`src/acf_defs.svh`:
```
`ifndef ACF_DEFS_SVH
`define ACF_DEFS_SVH

// ==========================================================
// register byte offsets
`define ACF_ADDR_CFG        8'h00
`define ACF_ADDR_CTRL       8'h04
`define ACF_ADDR_STAT       8'h08
`define ACF_ADDR_RESULT     8'h0c
`define ACF_ADDR_ROUTE      8'h10

// ==========================================================
// configuration, control and status register fields
`define ACF_CFG_W           14
`define ACF_CFG_RST         14'h3fff
`define ACF_INCFG_HI        12
`define ACF_INCFG_LO        10
`define ACF_CHAN_HI         9
`define ACF_CHAN_LO         7
`define ACF_BW_BIT          6
`define ACF_CTRL_SEQ_BIT    0
`define ACF_STAT_BUSY_BIT   0
`define ACF_STAT_VALID_BIT  1

// ==========================================================
// input configuration codes
`define ACF_INCFG_SINGLE    3'b111
`define ACF_INCFG_COM_BIP   3'b010
`define ACF_INCFG_COM_UNI   3'b110
`define ACF_INCFG_PAIR_BIP  2'b00
`define ACF_INCFG_PAIR_UNI  2'b10

// ==========================================================
// output code limits
`define ACF_UNI_MAX         16'hffff
`define ACF_UNI_MIN         16'h0000
`define ACF_BIP_MAX         16'h7fff
`define ACF_BIP_MIN         16'h8000
`define ACF_UNI_TOP         18'sh0ffff
`define ACF_BIP_TOP         18'sh07fff
`define ACF_BIP_BOT         -18'sh08000

// ==========================================================
// conversion timing on the internal conversion clock
`define ACF_CONV_DIV_LAST   2'd3
`define ACF_CONV_STEP_LAST  4'd15
`define ACF_CONV_CYC_LAST   7'd63

`endif

```
`src/acf_pkg.sv`:
```
package acf_pkg;

   typedef enum logic [1:0] {ACF_NEG_GND, ACF_NEG_COM, ACF_NEG_PAIR} acf_neg_t;

   typedef enum logic {ACF_ACQ, ACF_CONV} acf_state_t;

   typedef struct packed {
      logic [2:0] pos;
      acf_neg_t   neg;
      logic [2:0] neg_ch;
      logic       bipolar;
   } acf_route_t;

endpackage

```
`src/acf_fmt_if.sv`:
```
`timescale 1ns/100ps
interface acf_fmt_if;
   logic               load;
   logic signed [17:0] diff;
   logic               bipolar;
   logic [15:0]        code;
   logic               done;

   modport fmt (input load, input diff, input bipolar, output code, output done);
   modport ctl (output load, output diff, output bipolar, input code, input done);
endinterface

```
`src/acf_code_format.sv`:
```
`timescale 1ns/100ps
`include "acf_defs.svh"
module acf_code_format
(
   input  logic           clk_sys_i,
   input  logic           rst_i,
   acf_fmt_if.fmt         f
);

   logic [15:0] code_q;
   logic        done_q;

   // ==========================================================
   // saturate and encode
   function automatic logic [15:0] sat_code(input logic signed [17:0] d, input logic bip);
      logic [15:0] c;
      c = d[15:0];
      if (bip)
      begin
         if (d > `ACF_BIP_TOP)
            c = `ACF_BIP_MAX;
         else if (d < `ACF_BIP_BOT)
            c = `ACF_BIP_MIN;
      end
      else
      begin
         if (d > `ACF_UNI_TOP)
            c = `ACF_UNI_MAX;
         else if (d < 18'sd0)
            c = `ACF_UNI_MIN;
      end
      return c;
   endfunction

   // in range the low 16 bits already are straight binary or twos complement
   always_ff @(posedge clk_sys_i)
   begin
      if (rst_i)
         code_q <= 16'h0000;
      else if (f.load)
         code_q <= sat_code(f.diff, f.bipolar);
   end

   always_ff @(posedge clk_sys_i)
   begin
      if (rst_i)
         done_q <= 1'b0;
      else
         done_q <= f.load;
   end

   assign f.code = code_q;
   assign f.done = done_q;
endmodule

```
`src/acf_input_config.sv`:
```
// Local design decisions: register access over AHB-Lite and the register addresses.
`timescale 1ns/100ps
`include "acf_defs.svh"
// Functional notes
// - unipolar input configurations give straight binary results
// - bipolar input configurations give twos complement results
// - overrange saturates at 0xffff unipolar or 0x7fff bipolar
// - underrange saturates at 0x0000 unipolar or 0x8000 bipolar
// - midscale gives 0x8000 or 0x0000; one step above adds one
// - bandwidth bit selects full or quarter bandwidth input filter
// - input code 111: every input single-ended against ground, unipolar
// - input code 010: input against common at half reference, bipolar
// - input code 110: input against common as ground sense, unipolar
// - input codes 00x: pairs, negative member at half reference, bipolar
// - input codes 10x: pairs, negative member is ground sense, unipolar
// - paired: even channel value puts positive on even input, odd on odd
// - paired: channel 101 pairs inputs four and five, five positive
// - sequencer in paired modes always uses even inputs as positive
// - convert input rise ends acquisition, conversion runs on internal clock
module acf_input_config
(
   input  logic               clk_sys_i,
   input  logic               rst_i,
   input  logic               hsel_i,
   input  logic [31:0]        haddr_i,
   input  logic [1:0]         htrans_i,
   input  logic               hwrite_i,
   input  logic [2:0]         hsize_i,
   input  logic [31:0]        hwdata_i,
   input  logic               hready_i,
   output logic               hreadyout_o,
   output logic               hresp_o,
   output logic [31:0]        hrdata_o,
   input  logic               convert_start_i,
   input  logic signed [17:0] sample_diff_i,
   output logic [2:0]         positive_input_o,
   output acf_pkg::acf_neg_t  negative_kind_o,
   output logic [2:0]         negative_input_o,
   output logic               bipolar_o,
   output logic               filter_bandwidth_o,
   output logic               busy_o,
   output logic [15:0]        result_o,
   output logic               result_valid_o
);
   import acf_pkg::*;

   acf_fmt_if  fmt_if ();

   logic                 ap_valid_q;
   logic                 ap_write_q;
   logic [7:0]           ap_addr_q;
   logic                 rd_done_q;
   logic [31:0]          hrdata_q;
   logic                 take;
   logic                 wr_en;
   logic                 rd_en;
   logic                 cfg_wr;
   logic [`ACF_CFG_W-1:0] cfg_q;
   logic                 seq_en_q;
   logic                 valid_q;
   logic                 cnv_meta_q;
   logic                 cnv_sync_q;
   logic                 cnv_prev_q;
   logic                 cnv_rise;
   acf_state_t           state_q;
   logic [1:0]           div_q;
   logic [3:0]           step_q;
   logic                 conv_tick;
   logic                 conv_end;
   logic [6:0]           cyc_q;
   logic [2:0]           seq_idx_q;
   logic [2:0]           seq_last;
   logic                 paired;
   acf_route_t           route_q;
   logic signed [17:0]   samp_q;
   logic                 load_q;
   logic [2:0]           incfg;
   logic [2:0]           chan;

   // ==========================================================
   // configuration decode
   assign incfg  = cfg_q[`ACF_INCFG_HI:`ACF_INCFG_LO];
   assign chan   = cfg_q[`ACF_CHAN_HI:`ACF_CHAN_LO];
   assign paired = (incfg[2:1] == `ACF_INCFG_PAIR_BIP) || (incfg[2:1] == `ACF_INCFG_PAIR_UNI);

   function automatic acf_route_t decode(input logic [2:0] ic, input logic [2:0] ch,
                                         input logic seq, input logic [2:0] idx);
      acf_route_t r;
      r.pos     = seq ? idx : ch;
      r.neg     = ACF_NEG_GND;
      r.neg_ch  = 3'h0;
      r.bipolar = 1'b0;
      if (ic == `ACF_INCFG_COM_BIP)
      begin
         r.neg     = ACF_NEG_COM;
         r.bipolar = 1'b1;
      end
      else if (ic == `ACF_INCFG_COM_UNI)
         r.neg = ACF_NEG_COM;
      else if (ic[2:1] == `ACF_INCFG_PAIR_BIP || ic[2:1] == `ACF_INCFG_PAIR_UNI)
      begin
         r.neg     = ACF_NEG_PAIR;
         r.bipolar = (ic[2:1] == `ACF_INCFG_PAIR_BIP);
         r.pos     = seq ? {idx[1:0], 1'b0} : ch;
         r.neg_ch  = r.pos ^ 3'h1;
      end
      // 111 and the unused 011 both fall to single-ended against ground
      return r;
   endfunction

   // ==========================================================
   // bus slave
   assign take   = hsel_i && hready_i && htrans_i[1];
   assign wr_en  = ap_valid_q && ap_write_q;
   assign rd_en  = ap_valid_q && !ap_write_q && !rd_done_q;
   assign cfg_wr = wr_en && (ap_addr_q == `ACF_ADDR_CFG);

   // one wait state on reads so a read right after a write sees the new value
   assign hreadyout_o = !rd_en;
   assign hresp_o     = 1'b0;
   assign hrdata_o    = hrdata_q;

   always_ff @(posedge clk_sys_i)
   begin
      if (rst_i)
      begin
         ap_valid_q <= 1'b0;
         ap_write_q <= 1'b0;
         ap_addr_q  <= 8'h00;
      end
      else if (hready_i)
      begin
         ap_valid_q <= take;
         if (take)
         begin
            ap_write_q <= hwrite_i;
            ap_addr_q  <= {haddr_i[7:2], 2'b00};
         end
      end
   end

   always_ff @(posedge clk_sys_i)
   begin
      if (rst_i)
         rd_done_q <= 1'b0;
      else if (hready_i)
         rd_done_q <= 1'b0;
      else if (rd_en)
         rd_done_q <= 1'b1;
   end

   always_ff @(posedge clk_sys_i)
   begin
      if (rst_i)
         hrdata_q <= 32'h0000_0000;
      else if (rd_en)
      begin
         unique case (ap_addr_q)
            `ACF_ADDR_CFG:    hrdata_q <= {18'h00000, cfg_q};
            `ACF_ADDR_CTRL:   hrdata_q <= {31'h0000_0000, seq_en_q};
            `ACF_ADDR_STAT:   hrdata_q <= {30'h0000_0000, valid_q, busy_o};
            `ACF_ADDR_RESULT: hrdata_q <= {16'h0000, fmt_if.code};
            `ACF_ADDR_ROUTE:  hrdata_q <= {22'h00_0000, route_q.bipolar, route_q.neg_ch,
                                           route_q.neg, 1'b0, route_q.pos};
            default:          hrdata_q <= 32'h0000_0000;
         endcase
      end
   end

   // configuration word changes only here
   always_ff @(posedge clk_sys_i)
   begin
      if (rst_i)
         cfg_q <= `ACF_CFG_RST;
      else if (cfg_wr)
         cfg_q <= hwdata_i[`ACF_CFG_W-1:0];
   end

   always_ff @(posedge clk_sys_i)
   begin
      if (rst_i)
         seq_en_q <= 1'b0;
      else if (wr_en && ap_addr_q == `ACF_ADDR_CTRL)
         seq_en_q <= hwdata_i[`ACF_CTRL_SEQ_BIT];
   end

   // new result sets, result read clears; set wins
   always_ff @(posedge clk_sys_i)
   begin
      if (rst_i)
         valid_q <= 1'b0;
      else if (fmt_if.done)
         valid_q <= 1'b1;
      else if (rd_en && ap_addr_q == `ACF_ADDR_RESULT)
         valid_q <= 1'b0;
   end

   // ==========================================================
   // convert input: pin, so two flops before any use
   always_ff @(posedge clk_sys_i)
   begin
      if (rst_i)
      begin
         cnv_meta_q <= 1'b0;
         cnv_sync_q <= 1'b0;
         cnv_prev_q <= 1'b0;
      end
      else
      begin
         cnv_meta_q <= convert_start_i;
         cnv_sync_q <= cnv_meta_q;
         cnv_prev_q <= cnv_sync_q;
      end
   end

   assign cnv_rise = cnv_sync_q && !cnv_prev_q;

   // ==========================================================
   // conversion sequence on the internal conversion clock enable
   assign conv_tick = (state_q == ACF_CONV) && (div_q == `ACF_CONV_DIV_LAST);
   assign conv_end  = conv_tick && (step_q == `ACF_CONV_STEP_LAST);

   always_ff @(posedge clk_sys_i)
   begin
      if (rst_i)
         state_q <= ACF_ACQ;
      else
      begin
         unique case (state_q)
            ACF_ACQ:  if (cnv_rise) state_q <= ACF_CONV;
            ACF_CONV: if (conv_end) state_q <= ACF_ACQ;
         endcase
      end
   end

   always_ff @(posedge clk_sys_i)
   begin
      if (rst_i || state_q == ACF_ACQ)
      begin
         div_q  <= 2'd0;
         step_q <= 4'd0;
         cyc_q  <= 7'd0;
      end
      else
      begin
         div_q <= div_q + 2'd1;
         cyc_q <= cyc_q + 7'd1;
         if (conv_tick)
            step_q <= step_q + 4'd1;
      end
   end

   // sample is taken when acquisition ends; a rise while converting is ignored
   always_ff @(posedge clk_sys_i)
   begin
      if (rst_i)
         samp_q <= 18'sd0;
      else if (state_q == ACF_ACQ && cnv_rise)
         samp_q <= sample_diff_i;
   end

   always_ff @(posedge clk_sys_i)
   begin
      if (rst_i)
         load_q <= 1'b0;
      else
         load_q <= conv_end;
   end

   // ==========================================================
   // sequencer
   assign seq_last = paired ? {1'b0, chan[2:1]} : chan;

   always_ff @(posedge clk_sys_i)
   begin
      if (rst_i || !seq_en_q)
         seq_idx_q <= 3'd0;
      else if (conv_end)
         seq_idx_q <= (seq_idx_q >= seq_last) ? 3'd0 : seq_idx_q + 3'd1;
   end

   // routing follows the settings while acquiring and is frozen while converting
   always_ff @(posedge clk_sys_i)
   begin
      if (rst_i)
         route_q <= decode(3'(`ACF_CFG_RST >> `ACF_INCFG_LO), 3'h7, 1'b0, 3'h0);
      else if (state_q == ACF_ACQ)
         route_q <= decode(incfg, chan, seq_en_q, seq_idx_q);
   end

   // ==========================================================
   // code formatting
   assign fmt_if.load    = load_q;
   assign fmt_if.diff    = samp_q;
   assign fmt_if.bipolar = route_q.bipolar;

   acf_code_format u_format
   (
      .clk_sys_i (clk_sys_i),
      .rst_i     (rst_i),
      .f         (fmt_if.fmt)
   );

   assign positive_input_o   = route_q.pos;
   assign negative_kind_o    = route_q.neg;
   assign negative_input_o   = route_q.neg_ch;
   assign bipolar_o          = route_q.bipolar;
   assign filter_bandwidth_o = cfg_q[`ACF_BW_BIT];
   assign busy_o             = (state_q == ACF_CONV) || load_q;
   assign result_o           = fmt_if.code;
   assign result_valid_o     = valid_q;
endmodule

```
`config.mk`:
```
export PLATFORM = sky130hd
export DESIGN_NAME = acf_input_config
export DESIGN_NICKNAME = d
export VERILOG_FILES = /design/src/acf_pkg.sv /design/src/acf_fmt_if.sv /design/src/acf_code_format.sv /design/src/acf_input_config.sv
export VERILOG_INCLUDE_DIRS = /design/src /design/src/src
export SDC_FILE = /design/constraint.sdc
export NUM_CORES = 1
export LEC_CHECK = 0
export BUFFER_PORTS_ARGS = -buffer_cell sky130_fd_sc_hd__buf_2
export CAP_MARGIN = 20
export CORE_MARGIN = 2
export CORE_UTILIZATION = 40
export DETAILED_ROUTE_END_ITERATION = 12
export GPL_TIMING_DRIVEN = 0
export PLACE_DENSITY = 0.66
export SLEW_MARGIN = 10
export SYNTH_ARGS = -nofsm -noshare
export SYNTH_HDL_FRONTEND = slang
export SYNTH_SLANG_ARGS = --single-unit
```
`constraint.sdc`:
```
create_clock -name clk_sys_i -period 2.3 [get_ports clk_sys_i]
set_input_delay 0.115 -clock clk_sys_i [delete_from_list [all_inputs] [get_ports clk_sys_i]]
set_output_delay 0.115 -clock clk_sys_i [all_outputs]
set_load 0.02 [all_outputs]
```
* Yosys cells after proc, flatten, opt, wreduce, memory -nomap -nowiden
Cells that the tools add are included.
Widths: inputs -> output; s select.
** Storage, ports and cells
- Logic and storage cells :: 91
- ROM bits :: 0
- Memories kept :: 0
- Input port bits :: 93
- Output and inout bits :: 62
- Bits in writable memories :: 0
- Flip-flop bits (word level) :: 115
- Latch bits :: 0
** Operators by class
- Magnitude comparators :: 5
- Divide/modulo/power cells :: 0
- Reductions and logical operators :: 26
- Eq/ne operators :: 9
- Multiplexer cells :: 23
- Multiply operators :: 0
- Shift operators :: 0
- Bitwise operators :: 2
- Add/sub/neg operators :: 3
** Operators with widths (number)
- $mux 16 :: 5
- $pmux 16 s5 :: 1
- $mux 3 :: 7
- $gt 18x16->1 const B :: 1
- $gt 18x17->1 const B :: 1
- $lt 18x1->1 const B :: 1
- $lt 18x16->1 const B :: 1
- $eq 6x2->1 const B :: 2
- $logic_and 1x1->1 :: 12
- $mux 9 :: 1
- $logic_not 8->1 :: 1
- $eq 6x1->1 const B :: 1
- $eq 6x3->1 const B :: 1
- $logic_not 1->1 :: 5
- $mux 1 :: 5
- $add 4x1->4 const B :: 1
- $eq 2x2->1 const B :: 2
- $eq 4x4->1 const B :: 1
- $logic_or 1x1->1 :: 4
- $mux 2 :: 2
- $mux 4 :: 1
- $add 3x1->3 const B :: 1
- $eq 3x2->1 const B :: 1
- $eq 3x3->1 const B :: 1
- 8 further kinds :: 9

* Longest topological paths before layout
Gate-level depths: netlist (run 1).
- Word-level depth :: 6
- Depth in mapped cells :: 7
- Mapped depth without buffers :: 6

* Hierarchy
A second synthesis (run 1) with hierarchy kept.
** Unflattened totals
- Cells, all modules :: 487
- Area, all modules :: 4295.4 µm²
** By module, submodules not included
- acf_input_config :: area an instance 3462.1 µm², instances 1, sequential area each 1641.6 µm², cells an instance 405
- acf_code_format :: area an instance 833.3 µm², instances 1, sequential area each 340.3 µm², cells an instance 82

* Least setup slack after synthesis (run 1)
OpenSTA, ideal clock, no wires.
- Kind :: register to register
- Start :: register cfg_q[11]
- End :: register seq_idx_q[0]
- Data arrival time :: 1705 ps
- Path buffers :: 1
- Slack :: 518 ps
- Period minus slack after synthesis :: 1782 ps
- Required time :: 2222 ps
- Stages on the path, launching flop included :: 8
- Library setup time :: 78 ps
- Cell sequence :: dfxtp_1 buf_2 mux2_2 ha_1 nand2b_1 a211oi_1 nor3_1 nor3_1
** Between the ends
- Word-level cells in the longest chain between the ends :: 5
- Elaborated cells on any way between the ends :: 6
- Those cells by class :: 1 x order compare; 1 x eq/ne; 2 x mux; 2 x reduce/logical
** Ends and longest elaborated chain
- from (decl) :: line acf_input_config.sv:58 : logic [`ACF_CFG_W-1:0] cfg_q;
- from (signal assigned) :: line acf_input_config.sv:174 : cfg_q <= `ACF_CFG_RST;
- from (signal assigned) :: line acf_input_config.sv:176 : cfg_q <= hwdata_i[`ACF_CFG_W-1:0];
- $eq 2x2->1 (no line) or $logic_not 2->1 (tied branches)
- $logic_or 1x1->1 * :: line acf_input_config.sv:84 : assign paired = (incfg[2:1] == `ACF_INCFG_PAIR_BIP) || (incfg[2:1] == `ACF_INCFG_PAIR_UNI);
- $mux 3 * :: line acf_input_config.sv:272 : assign seq_last = paired ? {1'b0, chan[2:1]} : chan;
- $ge 3x3->1 * :: line acf_input_config.sv:279 : seq_idx_q <= (seq_idx_q >= seq_last) ? 3'd0 : seq_idx_q + 3'd1;
- $mux 3 * :: line acf_input_config.sv:279
- to (signal assigned) :: line acf_input_config.sv:279
- to (decl) :: line acf_input_config.sv:71 : logic [2:0] seq_idx_q;
Every way passes the cells marked *; elsewhere a longest branch is shown, timed or not.
A chain may end at the register's enable or synchronous reset.

* Final worst setup path (run 1)
- Start :: register ap_valid_q
- End :: register hrdata_q[4], in the netlist hrdata_o[4]
** Between the ends
- Word-level cells in the longest chain between the ends :: 2
** Ends and longest elaborated chain
- from (decl) :: line acf_input_config.sv:49 : logic ap_valid_q;
- from (signal assigned) :: line acf_input_config.sv:133 : ap_valid_q <= take;
- $logic_and 1x1->1 (2 in series) :: line acf_input_config.sv:115 : assign rd_en = ap_valid_q && !ap_write_q && !rd_done_q;
- to (signal assigned) :: line acf_input_config.sv:159 : `ACF_ADDR_CFG: hrdata_q <= {18'h00000, cfg_q};
- to (signal assigned) :: line acf_input_config.sv:160 : `ACF_ADDR_CTRL: hrdata_q <= {31'h0000_0000, seq_en_q};
- to (signal assigned) :: line acf_input_config.sv:161 : `ACF_ADDR_STAT: hrdata_q <= {30'h0000_0000, valid_q, busy_o};
- to (decl) :: line acf_input_config.sv:53 : logic [31:0] hrdata_q;
Every way passes these cells.

==> impl_results.md, run 1 <==
* Cell Pwr Density at 581 nW/µm²
* Root Driver: clkbuf_8
* Int Pwr at 2.48 mW
* First-pass GRT wire length at approximately 19 mm
* Antenna Nets Post-Route at 0
* Clock power share at 0.354
* CP delay by family, top: simple AND/OR/NAND/NOR gates
* Sequential cell area at 1980 µm²
* Die Area at 11800 µm²
* Largest stage delay, worst path at about 0.52 ns
* Final Max Slew Viols at 0
* Design area at approximately 5700 µm²
* Final hold vios at 0
* Critical path's slowest cell: or3b_1
* Worst-path clk slew at about 0.1 ns
* CTS tree: built
* GRT Overall Usage at 0.210
* DRT Pass-1 Iters at 5
* # rows at 38
* Die Span Y at roughly 110 µm
* Cell Area, Synth at roughly 4400 µm²
* Die width at 109 µm
* HP Class: input pin to flop
* Hpwl dp at just under 9 mm
* Area Overhead vs Synth at 29.6%
* Final routed DRC violation total at 0
* Setup Buffers After CTS at 0
* Critical path class: flop to flop
* Yosys warnings at 0
* Via count at between 4k and 5k
* Via density at 5.08
* # IOs at 155
* Number of max-cap violations at 0
* FMAX at approximately 480 MHz
* Number of CTS-inserted buffers at 9
* Seq/Total Area, Yosys at 0.451
* Worst Tran Pin Value at approximately 0.65 ns
* Startpoint types: flop
* N_diodes at 0
* Lkg Pwr at roughly 2.3 nW
* Layout net count at approximately 750
* Max Buffers Root-to-Sink at 2
* Final setup vio count at 0
* Sw Share at 0.251
* Worst-Skew Late Latency at between 0.3 and 0.4 ns
* Sequential power share at 0.535
* Critical Path RT at 2.62 ns
* Peak VDD IR at roughly 0.37 mV
* Min Tclk post-route at 2.09 ns
* Worst Path Max Fanout at 10
* Status: finished clean
* NetSw at a little over 800 µW
* Slew headroom at 0.567
* Netlist cell types at a little under 50
* Asr flop ratio synth at 0
* DR iter-0 viols at 166
* Cells after Synth at 495
* Core area at around 11000 µm²
* Predominant post-synthesis flop cell: dfxtp_1
* CP endpoint kind: flop
* Setup_tns at 0 ns
* Placed inst area at 5080 µm²
* Clk_skew at between 0.01 and 0.015 ns
* Vias in the first global route at 3962
* Period Utilization, post-route at 0.908
* Port buffer count at 89
* FF-to-FF setup slack at between 0.2 and 0.25 ns
* Largest net degree at the start of global routing at 17
* Comb power frac at 0.111
* Number of enable flip-flop cells after synthesis at 0
* Post-layout util at 0.528
* RSZ-0062 raised after global routing: false
* Initial core utilization at 0.407
* WP buf/inv at 1
* Fraction of layout instances using a drive strength above 1 at 0.210
* Grt ovf at 0
* Gpl congestion at about 0.91
* CTS H-tree lvls at 3
* #FFs+latches synth at between 90 and 100
* Average size of a mapped cell at a little under 9 µm²
* Power Total at 3.31 mW
* Post-Route WL at 12.1 mm
* Arrival time worst endpoint at between 2 and 2.5 ns
* Initial antenna violation count at 0
* Multi-input gate area at 2170 µm²
* CTS sink count at approximately 100
* # resized after CTS at 0
* CP cell instances: nor3b_2 > clkinv_1 > or3b_1 > nor2_2 > a22o_1
* Fillers at just over 1k
* Drt wl/cell at around 15 µm
worst paths after layout:
kind / startpoint / endpoint / depth (start not counted)
hold reg to reg: div_q[0]$_SDFF_PP0_ / div_q[0]$_SDFF_PP0_ / 1
setup / recovery: ap_valid_q$_SDFFE_PP0P_ / hrdata_o[4]$_SDFFE_PP0P_ / 5
setup reg to reg: ap_valid_q$_SDFFE_PP0P_ / hrdata_o[4]$_SDFFE_PP0P_ / 5
hold / removal: rst_i / negative_kind_o[1]$_SDFFE_PP0N_ / 4
routing by layer:
metal | up-vias | routed length [µm] | GRT usage
li1 | 2038 | - | -
met1 | 1874 | 5290 | 0.250
met2 | 128 | 5970 | 0.380
met3 | 12 | 674 | 0.0496
met4 | 0 | 141 | 0.0504
met5 | - | 0 | 0
layout by cell type (no fill, tap or decap), types with 19 or more instances in the layout:
master / Yosys / layout
dfxtp_1: 99 / 99
nor2_1: 47 / 47
dlygate4sd3_1: 0 / 41
mux2i_1: 23 / 23
clkbuf_1: 21 / 21
a21oi_1: 41 / 41
buf_2: 2 / 91
a221oi_1: 19 / 19
nand2_1: 65 / 65
nor2b_1: 19 / 19
synthesized netlist by cell type, drive strengths merged, types with 2 or more instances:
library cell	instances	area, µm²
nand4	2	12.5
ha	6	75.1
clkbuf	21	78.8
nor3b	4	51.3
mux2i	23	230
a21oi	41	205
nand2	65	244
a22oi	2	15.0
nor4	2	12.5
a31oi	4	25.0
a211o	17	149
inv	4	15.0
a221oi	19	166
dfxtp	99	1980
nor3	13	76.3
o2bb2ai	7	61.3
xnor2	2	17.5
o21bai	15	113
buf	31	209
a22o	7	61.3
nand3	7	35.0
nor2b	19	119
a211oi	4	30.0
or3	6	37.5
nand2b	5	31.3
or3b	2	17.5
xor2	3	26.3
o21ai	5	25.0
nor2	48	183
tightest hold or removal path, stage by stage:
cell and delay (ns):
buf_2 0.13, nor2b_1 0.09, nand2_1 0.07, nand2_1 0.04
power groups by stage:
stage | combinational, mW | sequential (mW) | clock (mW)
2_1_floorplan | 0.195 | 1.82 | 0
3_3_place_gp | 0.306 | 1.81 | 0
3_5_place_dp | 0.311 | 1.81 | 0
4_1_cts | 0.365 | 1.77 | 1.19
5_1_grt | 0.401 | 1.78 | 1.27
6_report | 0.367 | 1.77 | 1.17
flip-flops by register name (all words and copies together), names as in the netlist, 2 cells and up:
signal            count
negative_kind_o       2
negative_input_o      3
positive_input_o      3
cfg_q                14
u_format.f.code      16
ap_addr_q             6
hrdata_o             16
seq_idx_q             3
div_q                 2
step_q                4
fmt_if.diff          18
repair_timing:
| item | 4_1_cts | 5_1_grt |
|---|---|---|
| hold buffers | 41 | 0 |
| endpoints found under the setup margin | 0 | 0 |
| endpoints found under the hold margin | 41 | 0 |
metrics by stage:
stage | setup slack [ns] | std cells | hold WS, ns
2_1_floorplan | 0.518 | 511 | 0.194
3_3_place_gp | 0.287 | 740 | 0.319
3_5_place_dp | 0.262 | 740 | 0.322
4_1_cts | 0.243 | 797 | 0.109
5_1_grt | 0.105 | 797 | 0.157
6_report | 0.212 | 797 | 0.118
layout make-up:
class	count	area share
clock buffer	11	0.0266
timing repair buffer	130	0.150
clock inverter	5	0.0108
buffer	52	0.0505
inverter	5	0.00329
multi-input combinational	355	0.381
sequential	99	0.348
tap	140	0.0307
kinds of logic after synthesis:
kind of cell / synth area share
flops: 0.451
xor+xnor: 0.00996
mux: 0.0549
buf+inv: 0.0697
compound gates: 0.203
other cells: 0.000853
simple gates: 0.194
fa+ha+maj: 0.0171
Note: power is estimated with default switching activity, not from simulation.
==> run 2, diff against run 1 <==
--- a/config.mk
+++ b/config.mk
@@ -12,8 +12,10 @@
 export CORE_UTILIZATION = 40
 export DETAILED_ROUTE_END_ITERATION = 12
 export GPL_TIMING_DRIVEN = 0
-export PLACE_DENSITY = 0.66
+export PLACE_DENSITY = 0.67
+export SETUP_SLACK_MARGIN = 0.5
 export SLEW_MARGIN = 10
 export SYNTH_ARGS = -nofsm -noshare
 export SYNTH_HDL_FRONTEND = slang
+export SYNTH_HIERARCHICAL = 1
 export SYNTH_SLANG_ARGS = --single-unit
==> constraint.sdc (replaced) <==
create_clock -name clk_sys_i -period 2.2 [get_ports clk_sys_i]
set_input_delay 0.11 -clock clk_sys_i [delete_from_list [all_inputs] [get_ports clk_sys_i]]
set_output_delay 0.11 -clock clk_sys_i [all_outputs]
set_load 0.02 [all_outputs]
==> run 2 against run 1 <==
Via count increased by 3.7%. Power about the same. Flip-flop and latch count unchanged. Design area increased by 4.1%. Die area decreased by 2.2%. Clock skew about the same. First-iteration DRC count increased by 75%. Core utilization increased by 4.4 points. Largest cell class unchanged.
==> impl_results.md, run 2 <==
* Status: finished clean (unchanged)
* Min Tclk post-route at 1.93 ns (was 2.09 ns)
* First-pass GRT wire length at 19.7 mm (was 19.4 mm)
* Largest net degree at the start of global routing at 16 (was 17)
* Ranking of synthesized cells by area: dfxtp_1 (46%), nand2_1 (7.3%), nor2_1 (4.7%), o32ai_2 (3.8%), a21oi_1 (3.6%) (was dfxtp_1 (45%), nand2_1 (5.5%), mux2i_1 (5.2%), a21oi_1 (4.7%), nor2_1 (4.0%))
* Final setup vio count at 0 (unchanged)
* Cell Pwr Density at 558 nW/µm² (was 581 nW/µm²)
* Final hold vios at 0 (unchanged)
* Layout net count at 755 (was 751)
* Lkg Pwr at 2.59 nW (was 2.34 nW)
* Slew headroom at 0.498 (was 0.567)
* WP buf/inv at 2 (was 1)
* Startpoint types: flop (unchanged)
* Share of the synthesized area in the top cell type at 0.461 (was 0.451)
* Arrival time worst endpoint at 2.15 ns (was 2.41 ns)
* Root Driver: clkbuf_8 (unchanged)
* Critical path class: flop to flop (unchanged)
* CTS sink count at 99 (unchanged)
* Via density at 5.27 (was 5.08)
* Grt ovf at 0 (unchanged)
* Worst-path clk slew at 0.09 ns (was 0.10 ns)
* Asr flop ratio synth at 0 (unchanged)
* Area Overhead vs Synth at 38.1% (was 29.6%)
* # IOs at 155 (unchanged)
* Number of CTS-inserted buffers at 9 (unchanged)
* Antenna Nets Post-Route at 0 (unchanged)
* Post-Route WL at 12.7 mm (was 12.1 mm)
* Number of max-cap violations at 0 (unchanged)
* Worst r2r src: ap_addr_q[7]$_SDFFE_PP0P_ (was ap_valid_q$_SDFFE_PP0P_)
* Cells after Synth at 487 (was 495)
* Netlist cell types at 50 (was 49)
* Placed inst area at 4990 µm² (was 5080 µm²)
* DRT Pass-1 Iters at 4 (was 5)
* Max Buffers Root-to-Sink at 2 (unchanged)
* Drt wl/cell at 16.0 µm (was 15.2 µm)
* CTS H-tree lvls at 3 (unchanged)
* Peak VDD IR at 0.366 mV (was 0.372 mV)
* FMAX at 517 MHz (was 479 MHz)
* HP Class: input pin to flop (unchanged)
* Largest stage delay, worst path at 0.58 ns (was 0.52 ns)
* FF-to-FF path depth at 6 (was 5)
* Final routed DRC violation total at 0 (unchanged)
* Min-Delay Path Depth at 3 (was 4)
* Period Utilization, post-route at 0.878 (was 0.908)
* Die Area at 11600 µm² (was 11800 µm²)
* Cell Area, Synth at 4300 µm² (was 4400 µm²)
* FF-to-FF setup slack at 0.27 ns (was 0.21 ns)
* Final Max Slew Viols at 0 (unchanged)
* Hold Path Sink: ap_addr_q[5]$_SDFFE_PP0P_ (was negative_kind_o[1]$_SDFFE_PP0N_)
* Commonest cells after routing, fill and taps aside: dfxtp_1 (94), buf_2 (93), nand2_1 (79) (was dfxtp_1 (99), buf_2 (91), nand2_1 (65))
* Vias in the first global route at 3973 (was 3962)
* Most common cell in the synthesized netlist: dfxtp_1 (unchanged)
* Most common cell after layout, fill and taps aside: dfxtp_1 (unchanged)
* RSZ-0062 raised after global routing: true (was false)
* Largest area contributor in the netlist: dfxtp_1 (unchanged)
* Die width at 108 µm (was 109 µm)
* Seq/Total Area, Yosys at 0.461 (was 0.451)
* Worst Tran Pin Value at 0.750 ns (was 0.650 ns)
* CTS tree: built (unchanged)
* Clk_skew at 0.0104 ns (was 0.0106 ns)
* #FFs+latches synth at 99 (unchanged)
* Gpl congestion at 0.840 (was 0.908)
* Setup_tns at 0 ns (unchanged)
* Die Span Y at 108 µm (was 109 µm)
* Fraction of layout instances using a drive strength above 1 at 0.333 (was 0.210)
* Port buffer count at 88 (was 89)
* Initial antenna violation count at 0 (unchanged)
* Initial core utilization at 0.414 (was 0.407)
* Yosys warnings at 6 (was 0)
* Critical R2R Capture: cfg_q[9]$_SDFFE_PP1P_ (was hrdata_o[4]$_SDFFE_PP0P_)
* Hpwl dp at 8.84 mm (was 8.90 mm)
* Max FFs per register at 18 (unchanged)
* Worst Path Max Fanout at 10 (unchanged)
* DR iter-0 viols at 290 (was 166)
* Via count at 4200 (was 4052)
* Fillers at 944 (was 1031)
* CP cell instances: or4_4 > or4_4 > buf_6 > buf_8 > nand2_1 > nand3_1 (was nor3b_2 > clkinv_1 > or3b_1 > nor2_2 > a22o_1)
* Average size of a mapped cell at 8.82 µm² (was 8.88 µm²)
* Core area at 10400 µm² (was 10800 µm²)
* N_diodes at 0 (unchanged)
* GRT Overall Usage at 0.218 (was 0.210)
* CP delay by family, top: simple AND/OR/NAND/NOR gates (unchanged)
* Number of enable flip-flop cells after synthesis at 0 (unchanged)
* Critical path's slowest cell: or4_4 (was or3b_1)
* Predominant post-synthesis flop cell: dfxtp_1 (unchanged)
* Worst-Skew Late Latency at 0.36 ns (was 0.37 ns)
* CP most frequent cell: or4_4
* Design area at 5930 µm² (was 5700 µm²)
* Post-synth top cells: dfxtp_1 (99), nand2_1 (84), nor2_1 (54), a21oi_1 (31), nand3_1 (21) (was dfxtp_1 (99), nand2_1 (65), nor2_1 (47), a21oi_1 (41), mux2i_1 (23))
* # rows at 37 (was 38)
* Hold path start: haddr_i[5] (was rst_i)
* CP endpoint kind: flop (unchanged)
* Critical Path RT at 2.42 ns (was 2.62 ns)
run 2: worst max-delay path by stage:
stage | cells past startpoint | startpoint | slack, ns | to
after floorplan | 5 | ap_addr_q[7]$_SDFFE_PP0P_ | 0.39 | hrdata_o[1]$_SDFFE_PP0N_
after global placement | 6 | ap_addr_q[7]$_SDFFE_PP0P_ | 0.11 | hrdata_o[6]$_SDFFE_PP0N_
after detailed placement | 6 | ap_addr_q[4]$_SDFFE_PP0P_ | 0.09 | hrdata_o[8]$_SDFFE_PP0N_
after CTS | 6 | ap_addr_q[6]$_SDFFE_PP0P_ | 0.31 | cfg_q[6]$_SDFFE_PP1P_
after global routing | 6 | ap_addr_q[7]$_SDFFE_PP0P_ | 0.22 | cfg_q[4]$_SDFFE_PP1P_
final | 6 | ap_addr_q[7]$_SDFFE_PP0P_ | 0.27 | cfg_q[9]$_SDFFE_PP1P_
run 2: through the flow:
stage / util / total power [mW] / instances / worst slack, ns / hold slack (ns)
after floorplan: - / 2.09 / 503 / 0.389 / 0.189
after global placement: 0.482 / 2.19 / 727 / 0.109 / 0.306
after detailed placement: 0.482 / 2.20 / 727 / 0.0936 / 0.313
after CTS: 0.559 / 3.31 / 794 / 0.307 / 0.000221
after global routing: 0.572 / 3.45 / 797 / 0.223 / 0.0102
final: 0.572 / 3.31 / 797 / 0.267 / 0.0137
run 2: metal layers:
metal,track usage,vias to the layer above,part of all wire
li1,-,2009,-
met4,0.0614,0,0.020
met1,0.282,2015,0.43
met2,0.369,156,0.48
met5,0,-,0
met3,0.0424,20,0.066
run 2: where the power goes:
part / total, mW / leakage [nW] / internal [mW] / switching [mW]
logic: 0.406 / 1.70 / 0.188 / 0.218
registers: 1.85 / 0.804 / 1.82 / 0.0281
clock network: 1.05 / 0.0863 / 0.442 / 0.610
total: 3.31 / 2.59 / 2.45 / 0.856
run 2: worst min-delay path, stage by stage:
cell	delay, ns
buf_2	0.07
mux2i_1	0.06
nor2_1	0.09
run 2: logic make-up after synthesis:
family                     share of synthesized area
and+or+nand+nor                                0.192
DFF                                            0.461
buffers and inverters                         0.0728
adders and majority gates                     0.0175
AOI/OAI and AO/OA                              0.186
muxes                                         0.0615
other                                       0.000873
xor gates and xnor gates                     0.00816
run 2: cell type report:
class	instances	area [µm²]	area share
multi-input combinational	346	2270	0.383
buffer	50	339	0.0571
clock inverter	4	26.3	0.00443
clock buffer	12	145	0.0245
tap	136	170	0.0287
sequential	99	1990	0.336
timing repair buffer	142	955	0.161
inverter	8	30.0	0.00506
run 2: what timing repair did:
action / in CTS / in global routing
hold buffers: 37 / 0
gates cloned: 1 / 0
gates resized for setup: 36 / 36
setup endpoints to repair: 43 / 53
pin swaps: 9 / 9
hold endpoints to repair: 37 / 0
setup buffers: 13 / 3
==> run 3, diff against run 2 <==
--- a/config.mk
+++ b/config.mk
@@ -8,10 +8,12 @@
 export LEC_CHECK = 0
 export BUFFER_PORTS_ARGS = -buffer_cell sky130_fd_sc_hd__buf_2
 export CAP_MARGIN = 20
+export CORE_ASPECT_RATIO = 0.9
 export CORE_MARGIN = 2
 export CORE_UTILIZATION = 40
 export DETAILED_ROUTE_END_ITERATION = 12
 export GPL_TIMING_DRIVEN = 0
+export MAX_ROUTING_LAYER = met4
 export PLACE_DENSITY = 0.67
 export SETUP_SLACK_MARGIN = 0.5
 export SLEW_MARGIN = 10
==> run 3 against run 2 <==
Global-route usage up 1.6 points. The flow now finishes with violations (design-rule violations). Power rose by 12%. First-iteration DRC count down 13%. Critical path type unchanged.
==> impl_results.md, run 3 (synthesized netlist as in run 2, its figures left out) <==
* Status: finished, violations left (was finished clean)
* Failing checks: design-rule violations
* Crit path from: ap_addr_q[7]$_SDFFE_PP0P_ (unchanged)
* Fraction of layout instances using a drive strength above 1 at 0.359 (was 0.333)
* # rows at 35 (was 37)
* Layout net count at 752 (was 755)
* Lkg Pwr at 2.62 nW (was 2.59 nW)
* Arrival time worst endpoint at 2.09 ns (was 2.15 ns)
* FF-to-FF setup slack at 0.31 ns (was 0.27 ns)
* Die width at 113 µm (was 108 µm)
* Final setup vio count at 0 (unchanged)
* Placement Setup Slack at 0.105 ns (was 0.0936 ns)
* Root Driver: clkbuf_16 (was clkbuf_8)
* Critical R2R Capture: cfg_q[0]$_SDFFE_PP1P_ (was cfg_q[9]$_SDFFE_PP1P_)
* Final worst slack at 0.314 ns (was 0.267 ns)
* Setup_tns at 0 ns (unchanged)
* Post-Route WL at 13.3 mm (was 12.7 mm)
* CP endpoint: cfg_q[0]$_SDFFE_PP1P_ (was cfg_q[9]$_SDFFE_PP1P_)
* Vias in the first global route at 3928 (was 3973)
* Max FFs per register at 18 (unchanged)
* Peak VDD IR at 0.438 mV (was 0.366 mV)
* CP endpoint kind: flop (unchanged)
* Largest net degree at the start of global routing at 16 (unchanged)
* CTS sink count at 99 (unchanged)
* Power Total at 3.71 mW (was 3.31 mW)
* Core area at 10300 µm² (was 10400 µm²)
* Antenna Nets Post-Route at 0 (unchanged)
* Port buffer count at 88 (unchanged)
* Initial core utilization at 0.416 (was 0.414)
* Max Buffers Root-to-Sink at 2 (unchanged)
* Worst-Skew Late Latency at 0.35 ns (was 0.36 ns)
* Cell Pwr Density at 612 nW/µm² (was 558 nW/µm²)
* Final hold vios at 0 (unchanged)
* CTS H-tree lvls at 3 (unchanged)
* Most common cell after layout, fill and taps aside: buf_2 (was dfxtp_1)
* Slew headroom at 0.586 (was 0.498)
* Drt wl/cell at 16.9 µm (was 16.0 µm)
* Via count at 4138 (was 4200)
* Critical path class: flop to flop (unchanged)
* # IOs at 155 (unchanged)
* FMAX at 530 MHz (was 517 MHz)
* HP Class: input pin to flop (unchanged)
* Worst r2r src: ap_addr_q[7]$_SDFFE_PP0P_ (unchanged)
* Worst-path clk slew at 0.07 ns (was 0.09 ns)
* Startpoint types: flop (unchanged)
* Clk_skew at 0.0111 ns (was 0.0104 ns)
* Die Area at 11600 µm² (about the same)
* Area Overhead vs Synth at 41.2% (was 38.1%)
* Initial antenna violation count at 0 (unchanged)
* Multi-input gate area at 2340 µm² (was 2270 µm²)
* Critical Path RT at 2.40 ns (was 2.42 ns)
* Worst Path Max Fanout at 5 (was 10)
* Grt ovf at 0 (unchanged)
* Sequential cell area at 1990 µm² (about the same)
* Period Utilization, post-route at 0.857 (was 0.878)
* Die Span Y at 102 µm (was 108 µm)
* Min Tclk post-route at 1.89 ns (was 1.93 ns)
* Via density at 5.26 (was 5.27)
* Worst Tran Pin Value at 0.621 ns (was 0.750 ns)
* Final Max Slew Viols at 0 (unchanged)
* Fillers at 912 (was 944)
* CTS tree: built (unchanged)
* FF-to-FF path depth at 6 (unchanged)
* Number of max-cap violations at 0 (unchanged)
* Hpwl dp at 8.82 mm (was 8.84 mm)
* N_diodes at 0 (unchanged)
* DR iter-0 viols at 251 (was 290)
* RSZ-0062 raised after global routing: true (unchanged)
* Final routed DRC violation total at 10 (was 0)
* Commonest cells after routing, fill and taps aside: buf_2 (94), dfxtp_1 (93), nand2_1 (72) (was dfxtp_1 (94), buf_2 (93), nand2_1 (79))
* Number of CTS-inserted buffers at 9 (unchanged)
* Gpl congestion at 0.917 (was 0.840)
* GRT Overall Usage at 0.233 (was 0.218)
* First-pass GRT wire length at 20.2 mm (was 19.7 mm)
* DRT Pass-1 Iters at 9 (was 4)
* Hold Worst Slack at 0.00232 ns (was 0.0137 ns)
run 3: how the worst min path moves through the flow:
stage,start,end,slack (ns),depth (start not counted)
final,haddr_i[5],ap_addr_q[5]$_SDFFE_PP0P_,0.002,3
after global routing,sample_diff_i[14],fmt_if.diff[14]$_SDFFE_PP0P_,0.003,3
after CTS,haddr_i[5],ap_addr_q[5]$_SDFFE_PP0P_,0.0009,3
after detailed placement,hready_i,rd_done_q$_SDFFE_PP0N_,0.32,2
after global placement,hready_i,rd_done_q$_SDFFE_PP0N_,0.31,2
after floorplan,hready_i,rd_done_q$_SDFFE_PP0N_,0.19,1
run 3: power by group:
part	total (mW)	internal (mW)	switching, mW
clock	1.45	0.766	0.681
combinational	0.408	0.190	0.218
sequential	1.86	1.83	0.0304
run 3: cell type report:
| cell class | instances | share of cell area |
|---|---|---|
| Multi-Input combinational cell | 346 | 0.386 |
| Tap cell | 129 | 0.0266 |
| Inverter | 8 | 0.00495 |
| Clock buffer | 12 | 0.0390 |
| Buffer | 50 | 0.0561 |
| Clock inverter | 4 | 0.00454 |
| Timing Repair Buffer | 139 | 0.154 |
| Sequential cell | 99 | 0.329 |
run 3: routing by layer:
metal | track usage | wire length [µm] | vias to the layer above
met3 | 0.0593 | 774 | 20
li1 | - | - | 2014
met5 | - | 0 | -
met4 | 0.0497 | 243 | 0
met2 | 0.374 | 6460 | 160
met1 | 0.301 | 5860 | 1944
run 3: repair_timing:
item                                    in CTS  in global routing
hold buffers                                28                  0
buffers inserted                            13                  7
pin swaps                                   16                 20
cloned                                       2                  1
gates resized for setup                     45                 51
endpoints found under the setup margin      44                 50
hold endpoints to repair                    28                  0
run 3: through the flow:
stage / std cells / area (µm²) / util
final: 787 / 6070 / 0.587
after CTS: 779 / 5840 / 0.565
after floorplan: 503 / 4380 / -
after global routing: 787 / 6070 / 0.587
after detailed placement: 720 / 4980 / 0.482
after global placement: 720 / 4980 / 0.482
run 3: critical path, stage by stage (launching register included):
cell	delay [ns]
dfxtp_2	0.33
or4_4	0.54
or4_4	0.44
buf_8	0.16
buf_4	0.14
nand2_4	0.06
nand3_2	0.08
